[config.mk]
export PLATFORM = sky130hd
export DESIGN_NAME = oeca_top
export DESIGN_NICKNAME = d
export VERILOG_FILES = /design/src/hw/oeca_pkg.sv /design/src/hw/oeca_div_if.sv /design/src/hw/oeca_clk_div.sv /design/src/hw/oeca_top.sv
export VERILOG_INCLUDE_DIRS = /design/src /design/src/hw
export SDC_FILE = /design/constraint.sdc
export NUM_CORES = 1
export LEC_CHECK = 0
export BUFFER_PORTS_ARGS = -buffer_cell sky130_fd_sc_hd__buf_2
export CAP_MARGIN = 20
export CORE_ASPECT_RATIO = 1.2
export CORE_UTILIZATION = 37
export CTS_CLUSTER_DIAMETER = 100
export DETAILED_ROUTE_END_ITERATION = 7
export SETUP_SLACK_MARGIN = 0.05
export SYNTH_ARGS = -nofsm -noshare
export SYNTH_HDL_FRONTEND = slang
export SYNTH_SLANG_ARGS = --single-unit
[constraint.sdc]
create_clock -name i_core_clk -period 2.25 [get_ports i_core_clk]
set_clock_uncertainty 0.2 [all_clocks]
set_input_delay 0 -clock i_core_clk [delete_from_list [all_inputs] [get_ports i_core_clk]]
set_output_delay 0 -clock i_core_clk [all_outputs]
set_load 0.01 [all_outputs]
[src/hw/oeca_regs.svh]
// Register offsets, field positions and reset values of the oscillator/clock-out block
`ifndef OECA_REGS_SVH
`define OECA_REGS_SVH

// ****************************************************************
// Register offsets
// ****************************************************************
`define OECA_OSC_CTRL_OFS    16'h5061
`define OECA_CLKOUT_CTRL_OFS 16'h5064

// ****************************************************************
// Field positions
// ****************************************************************
`define OECA_FAST_EN_BIT    2
`define OECA_SLOW_EN_BIT    1
`define OECA_DIV_MSB        6
`define OECA_DIV_LSB        4
`define OECA_SRC_MSB        3
`define OECA_SRC_LSB        2
`define OECA_OE_BIT         0

// ****************************************************************
// Reset values
// ****************************************************************
`define OECA_FAST_EN_RST    1'h1
`define OECA_SLOW_EN_RST    1'h0
`define OECA_DIV_RST        3'h0
`define OECA_SRC_RST        2'h0
`define OECA_OE_RST         1'h0

`endif

[src/hw/oeca_pkg.sv]
// Types shared by the oscillator enable and clock output A logic
`default_nettype none

package oeca_pkg;

	// ****************************************************************
	// Field encodings
	// ****************************************************************
	typedef enum logic [1:0] {
		OECA_SRC_FAST = 2'h0,
		OECA_SRC_SLOW = 2'h1,
		OECA_SRC_RSV2 = 2'h2,
		OECA_SRC_RSV3 = 2'h3
	} oeca_src_t;

	typedef enum logic [2:0] {
		OECA_DIV_1   = 3'h0,
		OECA_DIV_2   = 3'h1,
		OECA_DIV_4   = 3'h2,
		OECA_DIV_8   = 3'h3,
		OECA_DIV_16  = 3'h4,
		OECA_DIV_32  = 3'h5,
		OECA_DIV_RS6 = 3'h6,
		OECA_DIV_RS7 = 3'h7
	} oeca_div_t;

	// ****************************************************************
	// State records
	// ****************************************************************
	typedef struct packed {
		logic s1;
		logic s2;
		logic s3;
		logic filt;
	} oeca_sync_t;

	typedef struct packed {
		logic       fast_en;
		logic       slow_en;
		oeca_div_t  div;
		oeca_src_t  src;
		logic       oe;
		logic [7:0] rdata;
		oeca_sync_t fast_sync;
		oeca_sync_t slow_sync;
		logic       clk_out;
	} oeca_top_st_t;

	typedef struct packed {
		logic       src_prev;
		logic [4:0] cnt;
		logic       out;
	} oeca_div_st_t;

	// Divider code is one of the defined ratios
	function automatic logic oeca_div_valid(input oeca_div_t code);
		oeca_div_valid = (code <= OECA_DIV_32);
	endfunction

endpackage

`default_nettype wire

[src/hw/oeca_div_if.sv]
// Link between register block and clock output divider
`timescale 1ns/10ps
`default_nettype none

interface oeca_div_if;
	logic                src_level;
	oeca_pkg::oeca_div_t code;
	logic                enable;
	logic                out;

	modport ctrl (output src_level, output code, output enable, input out);
	modport div  (input src_level, input code, input enable, output out);
endinterface

`default_nettype wire

[src/hw/oeca_clk_div.sv]
// Power-of-two divider for clock output A
`timescale 1ns/10ps
`default_nettype none

module oeca_clk_div (
	input  wire logic    i_core_clk,
	input  wire logic    i_rst_b,
	oeca_div_if.div      dv
);

	oeca_pkg::oeca_div_st_t q;
	oeca_pkg::oeca_div_st_t d;
	logic                   rise;

	// Pick the counter bit that matches the ratio
	function automatic logic div_tap(input logic [4:0] cnt, input oeca_pkg::oeca_div_t code);
		case (code)
			oeca_pkg::OECA_DIV_2:  div_tap = cnt[0];
			oeca_pkg::OECA_DIV_4:  div_tap = cnt[1];
			oeca_pkg::OECA_DIV_8:  div_tap = cnt[2];
			oeca_pkg::OECA_DIV_16: div_tap = cnt[3];
			oeca_pkg::OECA_DIV_32: div_tap = cnt[4];
			default:               div_tap = 1'h0;
		endcase
	endfunction

	assign rise = dv.src_level & ~q.src_prev;

	always_comb begin
		d          = q;
		d.src_prev = dv.src_level;
		// Hold low and restart cleanly when idle or reserved ratio
		if (!dv.enable || !oeca_pkg::oeca_div_valid(dv.code)) begin
			d.cnt = 5'h00;
			d.out = 1'h0;
		end else begin
			if (rise) begin
				d.cnt = q.cnt + 5'h01;
			end
			if (dv.code == oeca_pkg::OECA_DIV_1) begin
				d.out = dv.src_level;
			end else begin
				d.out = div_tap(d.cnt, dv.code);
			end
		end
	end

	always_ff @(posedge i_core_clk or negedge i_rst_b) begin
		if (!i_rst_b) begin
			q <= '0;
		end else begin
			q <= d;
		end
	end

	assign dv.out = q.out;

endmodule

`default_nettype wire

[src/hw/oeca_top.sv]
// Oscillator enable register and clock output A control
//
// Summary of operation
// - Bit 2 enables fast oscillator, resets to one
// - Bit 1 enables slow oscillator, resets to zero
// - Reserved bits read zero, writes ignored
// - Bits 6..4 divide source by powers of two
// - Bits 3..2 choose source, one is slow
// - Bit 0 enables the clock output, resets off
//
// The address-and-strobe port was chosen for this implementation.
`timescale 1ns/10ps
`default_nettype none
`include "oeca_regs.svh"

module oeca_top (
	input  wire logic        i_core_clk,
	input  wire logic        i_rst_b,
	input  wire logic [15:0] i_addr,
	input  wire logic [7:0]  i_wdata,
	input  wire logic        i_wr,
	input  wire logic        i_rd,
	output var  logic [7:0]  o_rdata,
	input  wire logic        i_fast_osc_clk,
	input  wire logic        i_slow_osc_clk,
	output var  logic        o_fast_osc_enable,
	output var  logic        o_slow_osc_enable,
	output var  logic        o_clock_output_a,
	output var  logic        o_clock_output_a_oe
);

	// ****************************************************************
	// State and reset image
	// ****************************************************************
	localparam oeca_pkg::oeca_top_st_t ST_RST = '{
		fast_en:   `OECA_FAST_EN_RST,
		slow_en:   `OECA_SLOW_EN_RST,
		div:       oeca_pkg::oeca_div_t'(`OECA_DIV_RST),
		src:       oeca_pkg::oeca_src_t'(`OECA_SRC_RST),
		oe:        `OECA_OE_RST,
		rdata:     8'h00,
		fast_sync: '0,
		slow_sync: '0,
		clk_out:   1'h0
	};

	oeca_pkg::oeca_top_st_t q;
	oeca_pkg::oeca_top_st_t d;
	logic                   wr_osc;
	logic                   wr_fout;
	logic                   src_ok;
	logic                   src_on;

	oeca_div_if u_div_if ();

	// ****************************************************************
	// Helpers
	// ****************************************************************
	// Three-stage pin sampler; level moves once stages two and three agree
	function automatic oeca_pkg::oeca_sync_t sync_step(
		input oeca_pkg::oeca_sync_t s,
		input logic                 pin
	);
		sync_step      = s;
		sync_step.s1   = pin;
		sync_step.s2   = s.s1;
		sync_step.s3   = s.s2;
		sync_step.filt = (s.s2 == s.s3) ? s.s3 : s.filt;
	endfunction

	// Read image of a register, reserved bits zero
	function automatic logic [7:0] reg_image(
		input logic [15:0]            addr,
		input oeca_pkg::oeca_top_st_t s
	);
		reg_image = 8'h00;
		case (addr)
			`OECA_OSC_CTRL_OFS: begin
				reg_image[`OECA_FAST_EN_BIT] = s.fast_en;
				reg_image[`OECA_SLOW_EN_BIT] = s.slow_en;
			end
			`OECA_CLKOUT_CTRL_OFS: begin
				reg_image[`OECA_DIV_MSB:`OECA_DIV_LSB] = s.div;
				reg_image[`OECA_SRC_MSB:`OECA_SRC_LSB] = s.src;
				reg_image[`OECA_OE_BIT]                = s.oe;
			end
			default: begin
				reg_image = 8'h00;
			end
		endcase
	endfunction

	// ****************************************************************
	// Register decode
	// ****************************************************************
	assign wr_osc  = i_wr && (i_addr == `OECA_OSC_CTRL_OFS);
	assign wr_fout = i_wr && (i_addr == `OECA_CLKOUT_CTRL_OFS);

	// ****************************************************************
	// Source selection toward the divider
	// ****************************************************************
	// Reserved source codes leave the output idle
	assign src_ok = (q.src == oeca_pkg::OECA_SRC_FAST) || (q.src == oeca_pkg::OECA_SRC_SLOW);

	always_comb begin
		case (q.src)
			oeca_pkg::OECA_SRC_FAST: begin
				src_on             = q.fast_en;
				u_div_if.src_level = q.fast_sync.filt & q.fast_en;
			end
			oeca_pkg::OECA_SRC_SLOW: begin
				src_on             = q.slow_en;
				u_div_if.src_level = q.slow_sync.filt & q.slow_en;
			end
			default: begin
				src_on             = 1'h0;
				u_div_if.src_level = 1'h0;
			end
		endcase
	end

	assign u_div_if.code   = q.div;
	// Stopped oscillator clears the divider, output idles low
	assign u_div_if.enable = q.oe && src_ok && src_on && oeca_pkg::oeca_div_valid(q.div);

	oeca_clk_div u_clk_div (
		.i_core_clk (i_core_clk),
		.i_rst_b    (i_rst_b),
		.dv         (u_div_if.div)
	);

	// ****************************************************************
	// Next state
	// ****************************************************************
	always_comb begin
		d = q;
		if (wr_osc) begin
			d.fast_en = i_wdata[`OECA_FAST_EN_BIT];
			d.slow_en = i_wdata[`OECA_SLOW_EN_BIT];
		end
		if (wr_fout) begin
			d.div = oeca_pkg::oeca_div_t'(i_wdata[`OECA_DIV_MSB:`OECA_DIV_LSB]);
			d.src = oeca_pkg::oeca_src_t'(i_wdata[`OECA_SRC_MSB:`OECA_SRC_LSB]);
			d.oe  = i_wdata[`OECA_OE_BIT];
		end
		// Read data stands only in the cycle after the strobe
		d.rdata     = i_rd ? reg_image(i_addr, q) : 8'h00;
		d.fast_sync = sync_step(q.fast_sync, i_fast_osc_clk);
		d.slow_sync = sync_step(q.slow_sync, i_slow_osc_clk);
		d.clk_out   = u_div_if.out;
	end

	always_ff @(posedge i_core_clk or negedge i_rst_b) begin
		if (!i_rst_b) begin
			q <= ST_RST;
		end else begin
			q <= d;
		end
	end

	// ****************************************************************
	// Outputs
	// ****************************************************************
	assign o_rdata             = q.rdata;
	assign o_fast_osc_enable   = q.fast_en;
	assign o_slow_osc_enable   = q.slow_en;
	assign o_clock_output_a    = q.clk_out;
	assign o_clock_output_a_oe = q.oe;
endmodule

`default_nettype wire
==> out/summary.txt, run 1 <==
Status - finished, violations left
Failing checks - design-rule violations
Placer Congestion - 0.762
Yosys cell types - 36
RSZ-0062 raised after global routing - no
Maximum vdd drop - 0.513 mV
Post-Syn Nets - 142
Detail Placement HPWL - 1760 um
Crit Path Category - flop to flop
Ant. Diodes - 0
Slowest stage cell, crit path - dfstp_2
Total power - 1.20 mW
Comb pwr share - 0.051
First-pass GRT wire length - 4400 um
Gr usage total - 0.157
Hold Path Class - primary input to flop
Nets - 196
Final wirelength - 2530 um
R2r setup slk - 0.27 ns
Fmax - 0.506 GHz
Worst-path clk slew - 0.07 ns
Crit Path Max Fanout - 5
Met3 usage - 0.0560
Layout overhead on the synthesized area - 33.7%
Worst hold slack - 0.0746 ns
Predominant post-synthesis flop cell - dfrtp_1
Final Max Slew Viols - 0
Worst EP arrival - 1.94 ns
Post-Syn Area per Cell - 12.4 um^2
WP data required - 2.22 ns
Post-CTS Setup Repair Bufs - 0
DRT iter0 DRCs - 31
Worst-skew pair later-pin latency - 0.28 ns
Int Power - 0.963 mW
DIE WIDTH - 57.8 um
Clock Tree Buf Depth - 2
Largest net degree at the start of global routing - 32
Setup TNS - 0 ns
Vias - 1,004
# DRC - 3
Port Buffers - 39
Antenna-violating nets left - 0
Ys async rst share - 1.00
Met1 Track Usage GR - 0.168
Yosys reg bits - 31
R2R cell count - 5
Die Area - 3980 um^2
Initial antenna violation count - 0
Met2 usage - 0.266
Pleak - 0.874 nW
CTS Sinks - 31
Final setup fails - 0
Depth of the CTS H-tree - 2
GRT Max-Usage Layer - met2
Crit path to - u_clk_div.dv.out
Core Box Area - 3450 um^2
Vias in the first global route - 1,018
Net Sw Frac - 0.195
Row Count - 23
Worst setup EP type - flop
Slew margin rel. - 0.564
Register area share after synthesis - 0.562
Die Y - 68.9 um
Cts repair resizes - 0
Startpoint class of the critical path - flop
Synthesis warning total - 0
Clk pwr share - 0.471
Sequential power share - 0.478
Minimum clock period - 1.98 ns
Root buffer cell - clkbuf_8
Fillcell total - 306
Reg-to-Reg Start - o_fast_osc_enable
Post-synth EDFFs - 0
Initial core utilization - 0.400
Ports - 42
DR WL/cell - 12.4 um
Period utilisation layout - 0.878
R2r endpoint - u_clk_div.dv.out
Max_cap viols - 0
Remaining global-route overflow - 0
PwrDens - 648 nW/um^2
Tightest Pin Transition - 0.654 ns
Share of cells above drive strength 1 - 0.380
CP Launch Point - o_fast_osc_enable
Pre-antenna DRT Iters - 6
Gate Count Post-Synth - 111
CTS Buf Count - 5
Mapped cell area - 1380 um^2
Crit path largest cell delay - 0.58 ns
CTS tree - done
NetSw - 0.234 mW
Ordered list of cells on the worst path - nand4bb_4 -> and2_4 -> o21a_1 -> or3_1 -> a32o_1
Fin. Hold Viols - 0
Drt via density - 4.95
[registers in the layout (all words and copies together) (netlist names)]
| signal | flops |
|---|---|
| u_clk_div.q | 6 |
| o_clock_output_a | 1 |
| q | 6 |
| o_slow_osc_enable | 1 |
| o_fast_osc_enable | 1 |
| o_clock_output_a_oe | 1 |
| u_clk_div.dv.out | 1 |
| o_rdata | 7 |
| d | 4 |
| u_div_if.code | 3 |
[Yosys cell counts (2+ instances only)]
master	n	area, um^2
nand2_1	7	26.3
xnor2_1	3	26.3
maj3_1	2	20.0
a21oi_1	4	20.0
nor2b_1	3	18.8
buf_4	8	60.1
inv_1	4	15.0
dfrtp_1	30	751
nand4b_1	2	17.5
and2_1	5	31.3
mux2_2	9	101
nor4b_1	4	35.0
nor2_1	7	26.3
[critical path, delay by kind of cell, from the launching register on]
| family | cells | cell delay [ns] |
|---|---|---|
| AO/OA/AOI/OAI | 2 | 0.42 |
| flip-flops | 1 | 0.58 |
| AND/OR/NAND/NOR | 3 | 0.67 |
[repair_timing]
item | 4_1_cts | 5_1_grt
hold buffers | 17 | 0
hold endpoints to repair | 43 | 0
setup endpoints to repair | 0 | 0
[cell type report]
class	instances	area [um^2]	area share
clock buffers	6	82.6	0.0447
clock inverters	2	35.0	0.0190
inverters	4	15.0	0.00813
multi-input cells	67	526	0.285
flip-flops and latches	31	777	0.421
well taps	37	46.3	0.0251
repair buffers	56	365	0.198
[metal layers]
metal	routed length [um]	vias up
met4	60	0
met2	1230	30
met5	0	-
met1	1100	484
li1	-	486
met3	136	4
[placed cells by master (no fill, tap or decap), types with 3 or more instances in the layout]
cell / count
a21oi_1: 4
nor4b_1: 4
mux2_2: 9
nor2b_1: 3
nand2_1: 7
dlygate4sd3_1: 17
clkbuf_8: 6
and2_1: 5
xnor2_1: 3
dfrtp_1: 30
inv_1: 4
buf_2: 39
nor2_1: 7
[power by group through the flow]
stage / sequential [mW] / clock (mW) / combinational [mW]
2_1_floorplan: 0.581 / 0 / 0.0104
3_3_place_gp: 0.582 / 0 / 0.0423
3_5_place_dp: 0.582 / 0 / 0.0444
4_1_cts: 0.572 / 0.576 / 0.0630
5_1_grt: 0.573 / 0.602 / 0.0699
6_report: 0.572 / 0.563 / 0.0614
[logic make-up after synthesis]
logic type               count (synthesis)  share of synthesized area
AO/OA/AOI/OAI                           12                     0.0679
XOR/XNOR                                 3                     0.0190
adder cells (fa/ha/maj)                  3                     0.0235
buffers and inverters                   13                     0.0571
flip-flops                              31                      0.563
multiplexers                             9                     0.0734
other                                    1                    0.00271
AND/OR/NAND/NOR                         39                      0.194
[worst min path at each step]
stage	from	endpoint	slack, ns	cells after the start
global route	i_addr[7]	o_rdata[0]	0.13	6
global placement	i_rst_b	o_rdata[2]	-0.14	1
detailed placement	i_rst_b	o_rdata[1]	-0.12	1
finish	i_addr[7]	o_rdata[0]	0.07	6
floorplan	i_rst_b	d[2]	-0.50	0
CTS	i_addr[7]	o_rdata[0]	0.08	6
[through the flow]
step	instances	instance area [um^2]	utilization	setup slack (ns)
after floorplan	111	1380	-	0.320
after global placement	178	1560	0.451	0.284
after detailed placement	178	1560	0.451	0.290
after CTS	203	1850	0.535	0.265
after global routing	203	1850	0.535	0.138
final	203	1850	0.535	0.274
No activity file was read; power rests on OpenSTA's default activity.
==> inputs of run 2 (changes only) <==
ABC_AREA = 1   (was unset)
==> out/summary.txt, run 2 <==
Startpoint class of the critical path - primary input
Post-synth EDFFs - 0 (unchanged)
Post-Syn Area per Cell - 9.23 um^2 (-26%)
Root buffer cell - clkbuf_8
Minimum clock period - 2.07 ns (+0.0984 ns)
Hold path startpoint - i_addr[8]
Worst-skew pair later-pin latency - 0.28 ns (about the same)
Crit Path Category - primary input to flop
Final setup fails - 0 (unchanged)
Depth of the CTS H-tree - 2 (unchanged)
Worst-path clk slew - 0.06 ns (about the same)
Max_cap viols - 0 (unchanged)
Initial antenna violation count - 0 (unchanged)
Gate Count Post-Synth - 159 (+43%)
Die Area - 4220 um^2 (+6.1%)
Tightest Pin Transition - 0.684 ns (+0.0303 ns)
Post-Syn Nets - 190 (+34%)
DR WL/cell - 11.3 um (-9.3%)
CTS tree - done
Area of the multi-input gates - 538 um^2 (+2.4%)
Share of cells above drive strength 1 - 0.287 (-0.0925)
Fillcell total - 349 (+14%)
Vias - 1,254 (+25%)
Synth top cells by count - dfrtp_1 (30), nand2_1 (23), inv_1 (22), nor2_1 (18), nand3_1 (13)
First-pass GRT wire length - 5290 um (+20%)
CTS Sinks - 31 (unchanged)
Drt via density - 4.56 (-7.8%)
Hold Path Class - primary input to flop
Setup TNS - 0 ns (unchanged)
Final Max Slew Viols - 0 (unchanged)
# DRC - 0 (-3)
Vias in the first global route - 1,296 (+27%)
Pleak - 1.01 nW (+16%)
Top layer in use - met4
Largest register FFs - 7 (unchanged)
Antenna-violating nets left - 0 (unchanged)
CTS Buf Count - 5 (unchanged)
Die Y - 71.0 um (+3.0%)
Fmax - 0.482 GHz (-4.7%)
Cell with the most instances after synthesis - dfrtp_1
Area contributors post-synth - dfrtp_1 (51%), nand2_1 (5.9%), inv_1 (5.6%), nor2_1 (4.6%), nand3_1 (4.4%)
Register area share after synthesis - 0.529 (-0.0331)
Predominant post-synthesis flop cell - dfrtp_1
Port Buffers - 39 (unchanged)
R2r setup slk - 0.58 ns (+0.31 ns)
Ant. Diodes - 0 (unchanged)
Dpl cells - 241 (+35%)
Post-CTS Setup Repair Bufs - 0 (unchanged)
Ys async rst share - 1.00 (unchanged)
Nets - 254 (+30%)
Final wirelength - 3100 um (+23%)
Largest net degree at the start of global routing - 32 (unchanged)
Initial core utilization - 0.394 (-0.00585)
Slew margin rel. - 0.544 (-0.0202)
RSZ-0062 raised after global routing - no
Fin. Hold Viols - 0 (unchanged)
Core Box Area - 3720 um^2 (+7.8%)
Synth area leader - dfrtp_1
Remaining global-route overflow - 0 (unchanged)
WP data required - 2.21 ns (about the same)
FF/Latch Area - 777 um^2 (unchanged)
Placer Congestion - 0.765 (+0.30%)
CP Launch Point - i_addr[0]
Status - complete, no violations
Met3 routed WL - 146 um (+7.4%)
Mapped cell area - 1470 um^2 (+6.3%)
Gr usage total - 0.168 (+0.0110)
Crit Path Max Fanout - 12 (+7)
Top cell type's share of synthesized area - 0.512 (-0.0320)
Maximum vdd drop - 0.346 mV (-33%)
Fin worst setup slack - 0.176 ns (-0.0984 ns)
Commonest non-fill, non-tap cells in the layout - buf_2 (39), dfrtp_1 (30), dlygate4sd3_1 (26)
Yosys reg bits - 31 (unchanged)
Reg-to-Reg Start - o_fast_osc_enable
Non-Filler Instances - 275 (+35%)
Detail Placement HPWL - 2050 um (+17%)
PwrDens - 532 nW/um^2 (-18%)
Worst setup EP type - flop
Period utilisation layout - 0.922 (+0.0437)
WL met1 - 1280 um (+16%)
Pre-antenna DRT Iters - 4 (-2)
Routed wl met2 - 1640 um (+34%)
Clock Tree Buf Depth - 2 (unchanged)
Ports - 42 (unchanged)
Layout overhead on the synthesized area - 37.8%
Yosys cell types - 29 (-19%)
Synthesis warning total - 0 (unchanged)
Post-place setup slack - 0.582 ns (+0.291 ns)
Worst EP arrival - 2.03 ns (+0.09 ns)
DIE WIDTH - 59.5 um (+3.0%)
Row Count - 24 (+4.3%)
DRT iter0 DRCs - 47 (+52%)
Most common cell after layout, fill and taps aside - buf_2
==> run 2: cell types whose count changed after synthesis, moves of 3 or more <==
cell | previous run | this run
nand2_1 | 7 | 23
nor2_1 | 7 | 18
nor3_1 | 1 | 6
nor4b_1 | 4 | 0
nor2b_1 | 3 | 0
inv_1 | 4 | 22
nand2_2 | 0 | 3
a21oi_2 | 0 | 4
mux2_2 | 9 | 0
and2_1 | 5 | 0
nand3_1 | 1 | 13
==> run 2: report_power, final <==
| group | internal, mW | switching, mW | total (mW) |
|---|---|---|---|
| registers | 0.567 | 0.00439 | 0.571 |
| logic | 0.0399 | 0.0330 | 0.0729 |
| clock network | 0.239 | 0.192 | 0.431 |
==> run 2: area by class of cell <==
| class | instances | area share |
|---|---|---|
| flip-flops and latches | 31 | 0.384 |
| multi-input cells | 96 | 0.266 |
| repair buffers | 66 | 0.231 |
| inverters | 23 | 0.0427 |
| clock buffers | 6 | 0.0408 |
| well taps | 52 | 0.0322 |
| clock inverters | 1 | 0.00248 |
==> run 2: final timing paths <==
path,cells past startpoint,end
max,9,u_div_if.code[2]
min,4,u_div_if.code[0]
max reg2reg,10,u_clk_div.dv.out
min reg2reg,0,d[2]
max in group asynchronous,2,d[2]
min in group asynchronous,2,o_rdata[0]
==> run 2: through the flow <==
| step | power (mW) | area, um^2 | hold slack, ns | utilization |
|---|---|---|---|---|
| 2_1_floorplan | 0.595 | 1470 | -0.496 | - |
| 3_3_place_gp | 0.631 | 1660 | -0.127 | 0.445 |
| 3_5_place_dp | 0.633 | 1660 | -0.119 | 0.445 |
| 4_1_cts | 1.09 | 2020 | 0.0168 | 0.544 |
| 5_1_grt | 1.12 | 2020 | 0.0393 | 0.543 |
| 6_report | 1.08 | 2020 | 0.0148 | 0.543 |
==> run 2: logic make-up (layout without fill, tap and decap cells) <==
family,Yosys count,count (layout),synth area share
AND/OR/NAND/NOR,73,73,0.247
buffers and inverters,32,96,0.107
flip-flops,31,31,0.529
AO/OA/AOI/OAI,16,16,0.0733
adder cells (fa/ha/maj),3,3,0.0222
XOR/XNOR,3,3,0.0179
other,1,1,0.00256
==> run 2: repair_timing <==
item	4_1_cts	5_1_grt
endpoints found under the setup margin	0	3
resized for setup	0	2
hold buffers	28	0
hold endpoints to repair	48	0
==> run 2: worst max-delay path, stage by stage <==
cell and delay [ns]:
dlygate4sd3_1 0.52, buf_2 0.13, inv_1 0.10, nand4_1 0.10, nor2_1 0.13, nand3_2 0.25, nor2_1 0.21, a21oi_2 0.04
dlygate4sd3_1 0.55
==> run 2: metal layers <==
metal,global-route usage,up-vias
met5,0,-
met3,0.0548,6
met1,0.183,583
met2,0.291,37
met4,0.0749,0
li1,-,628
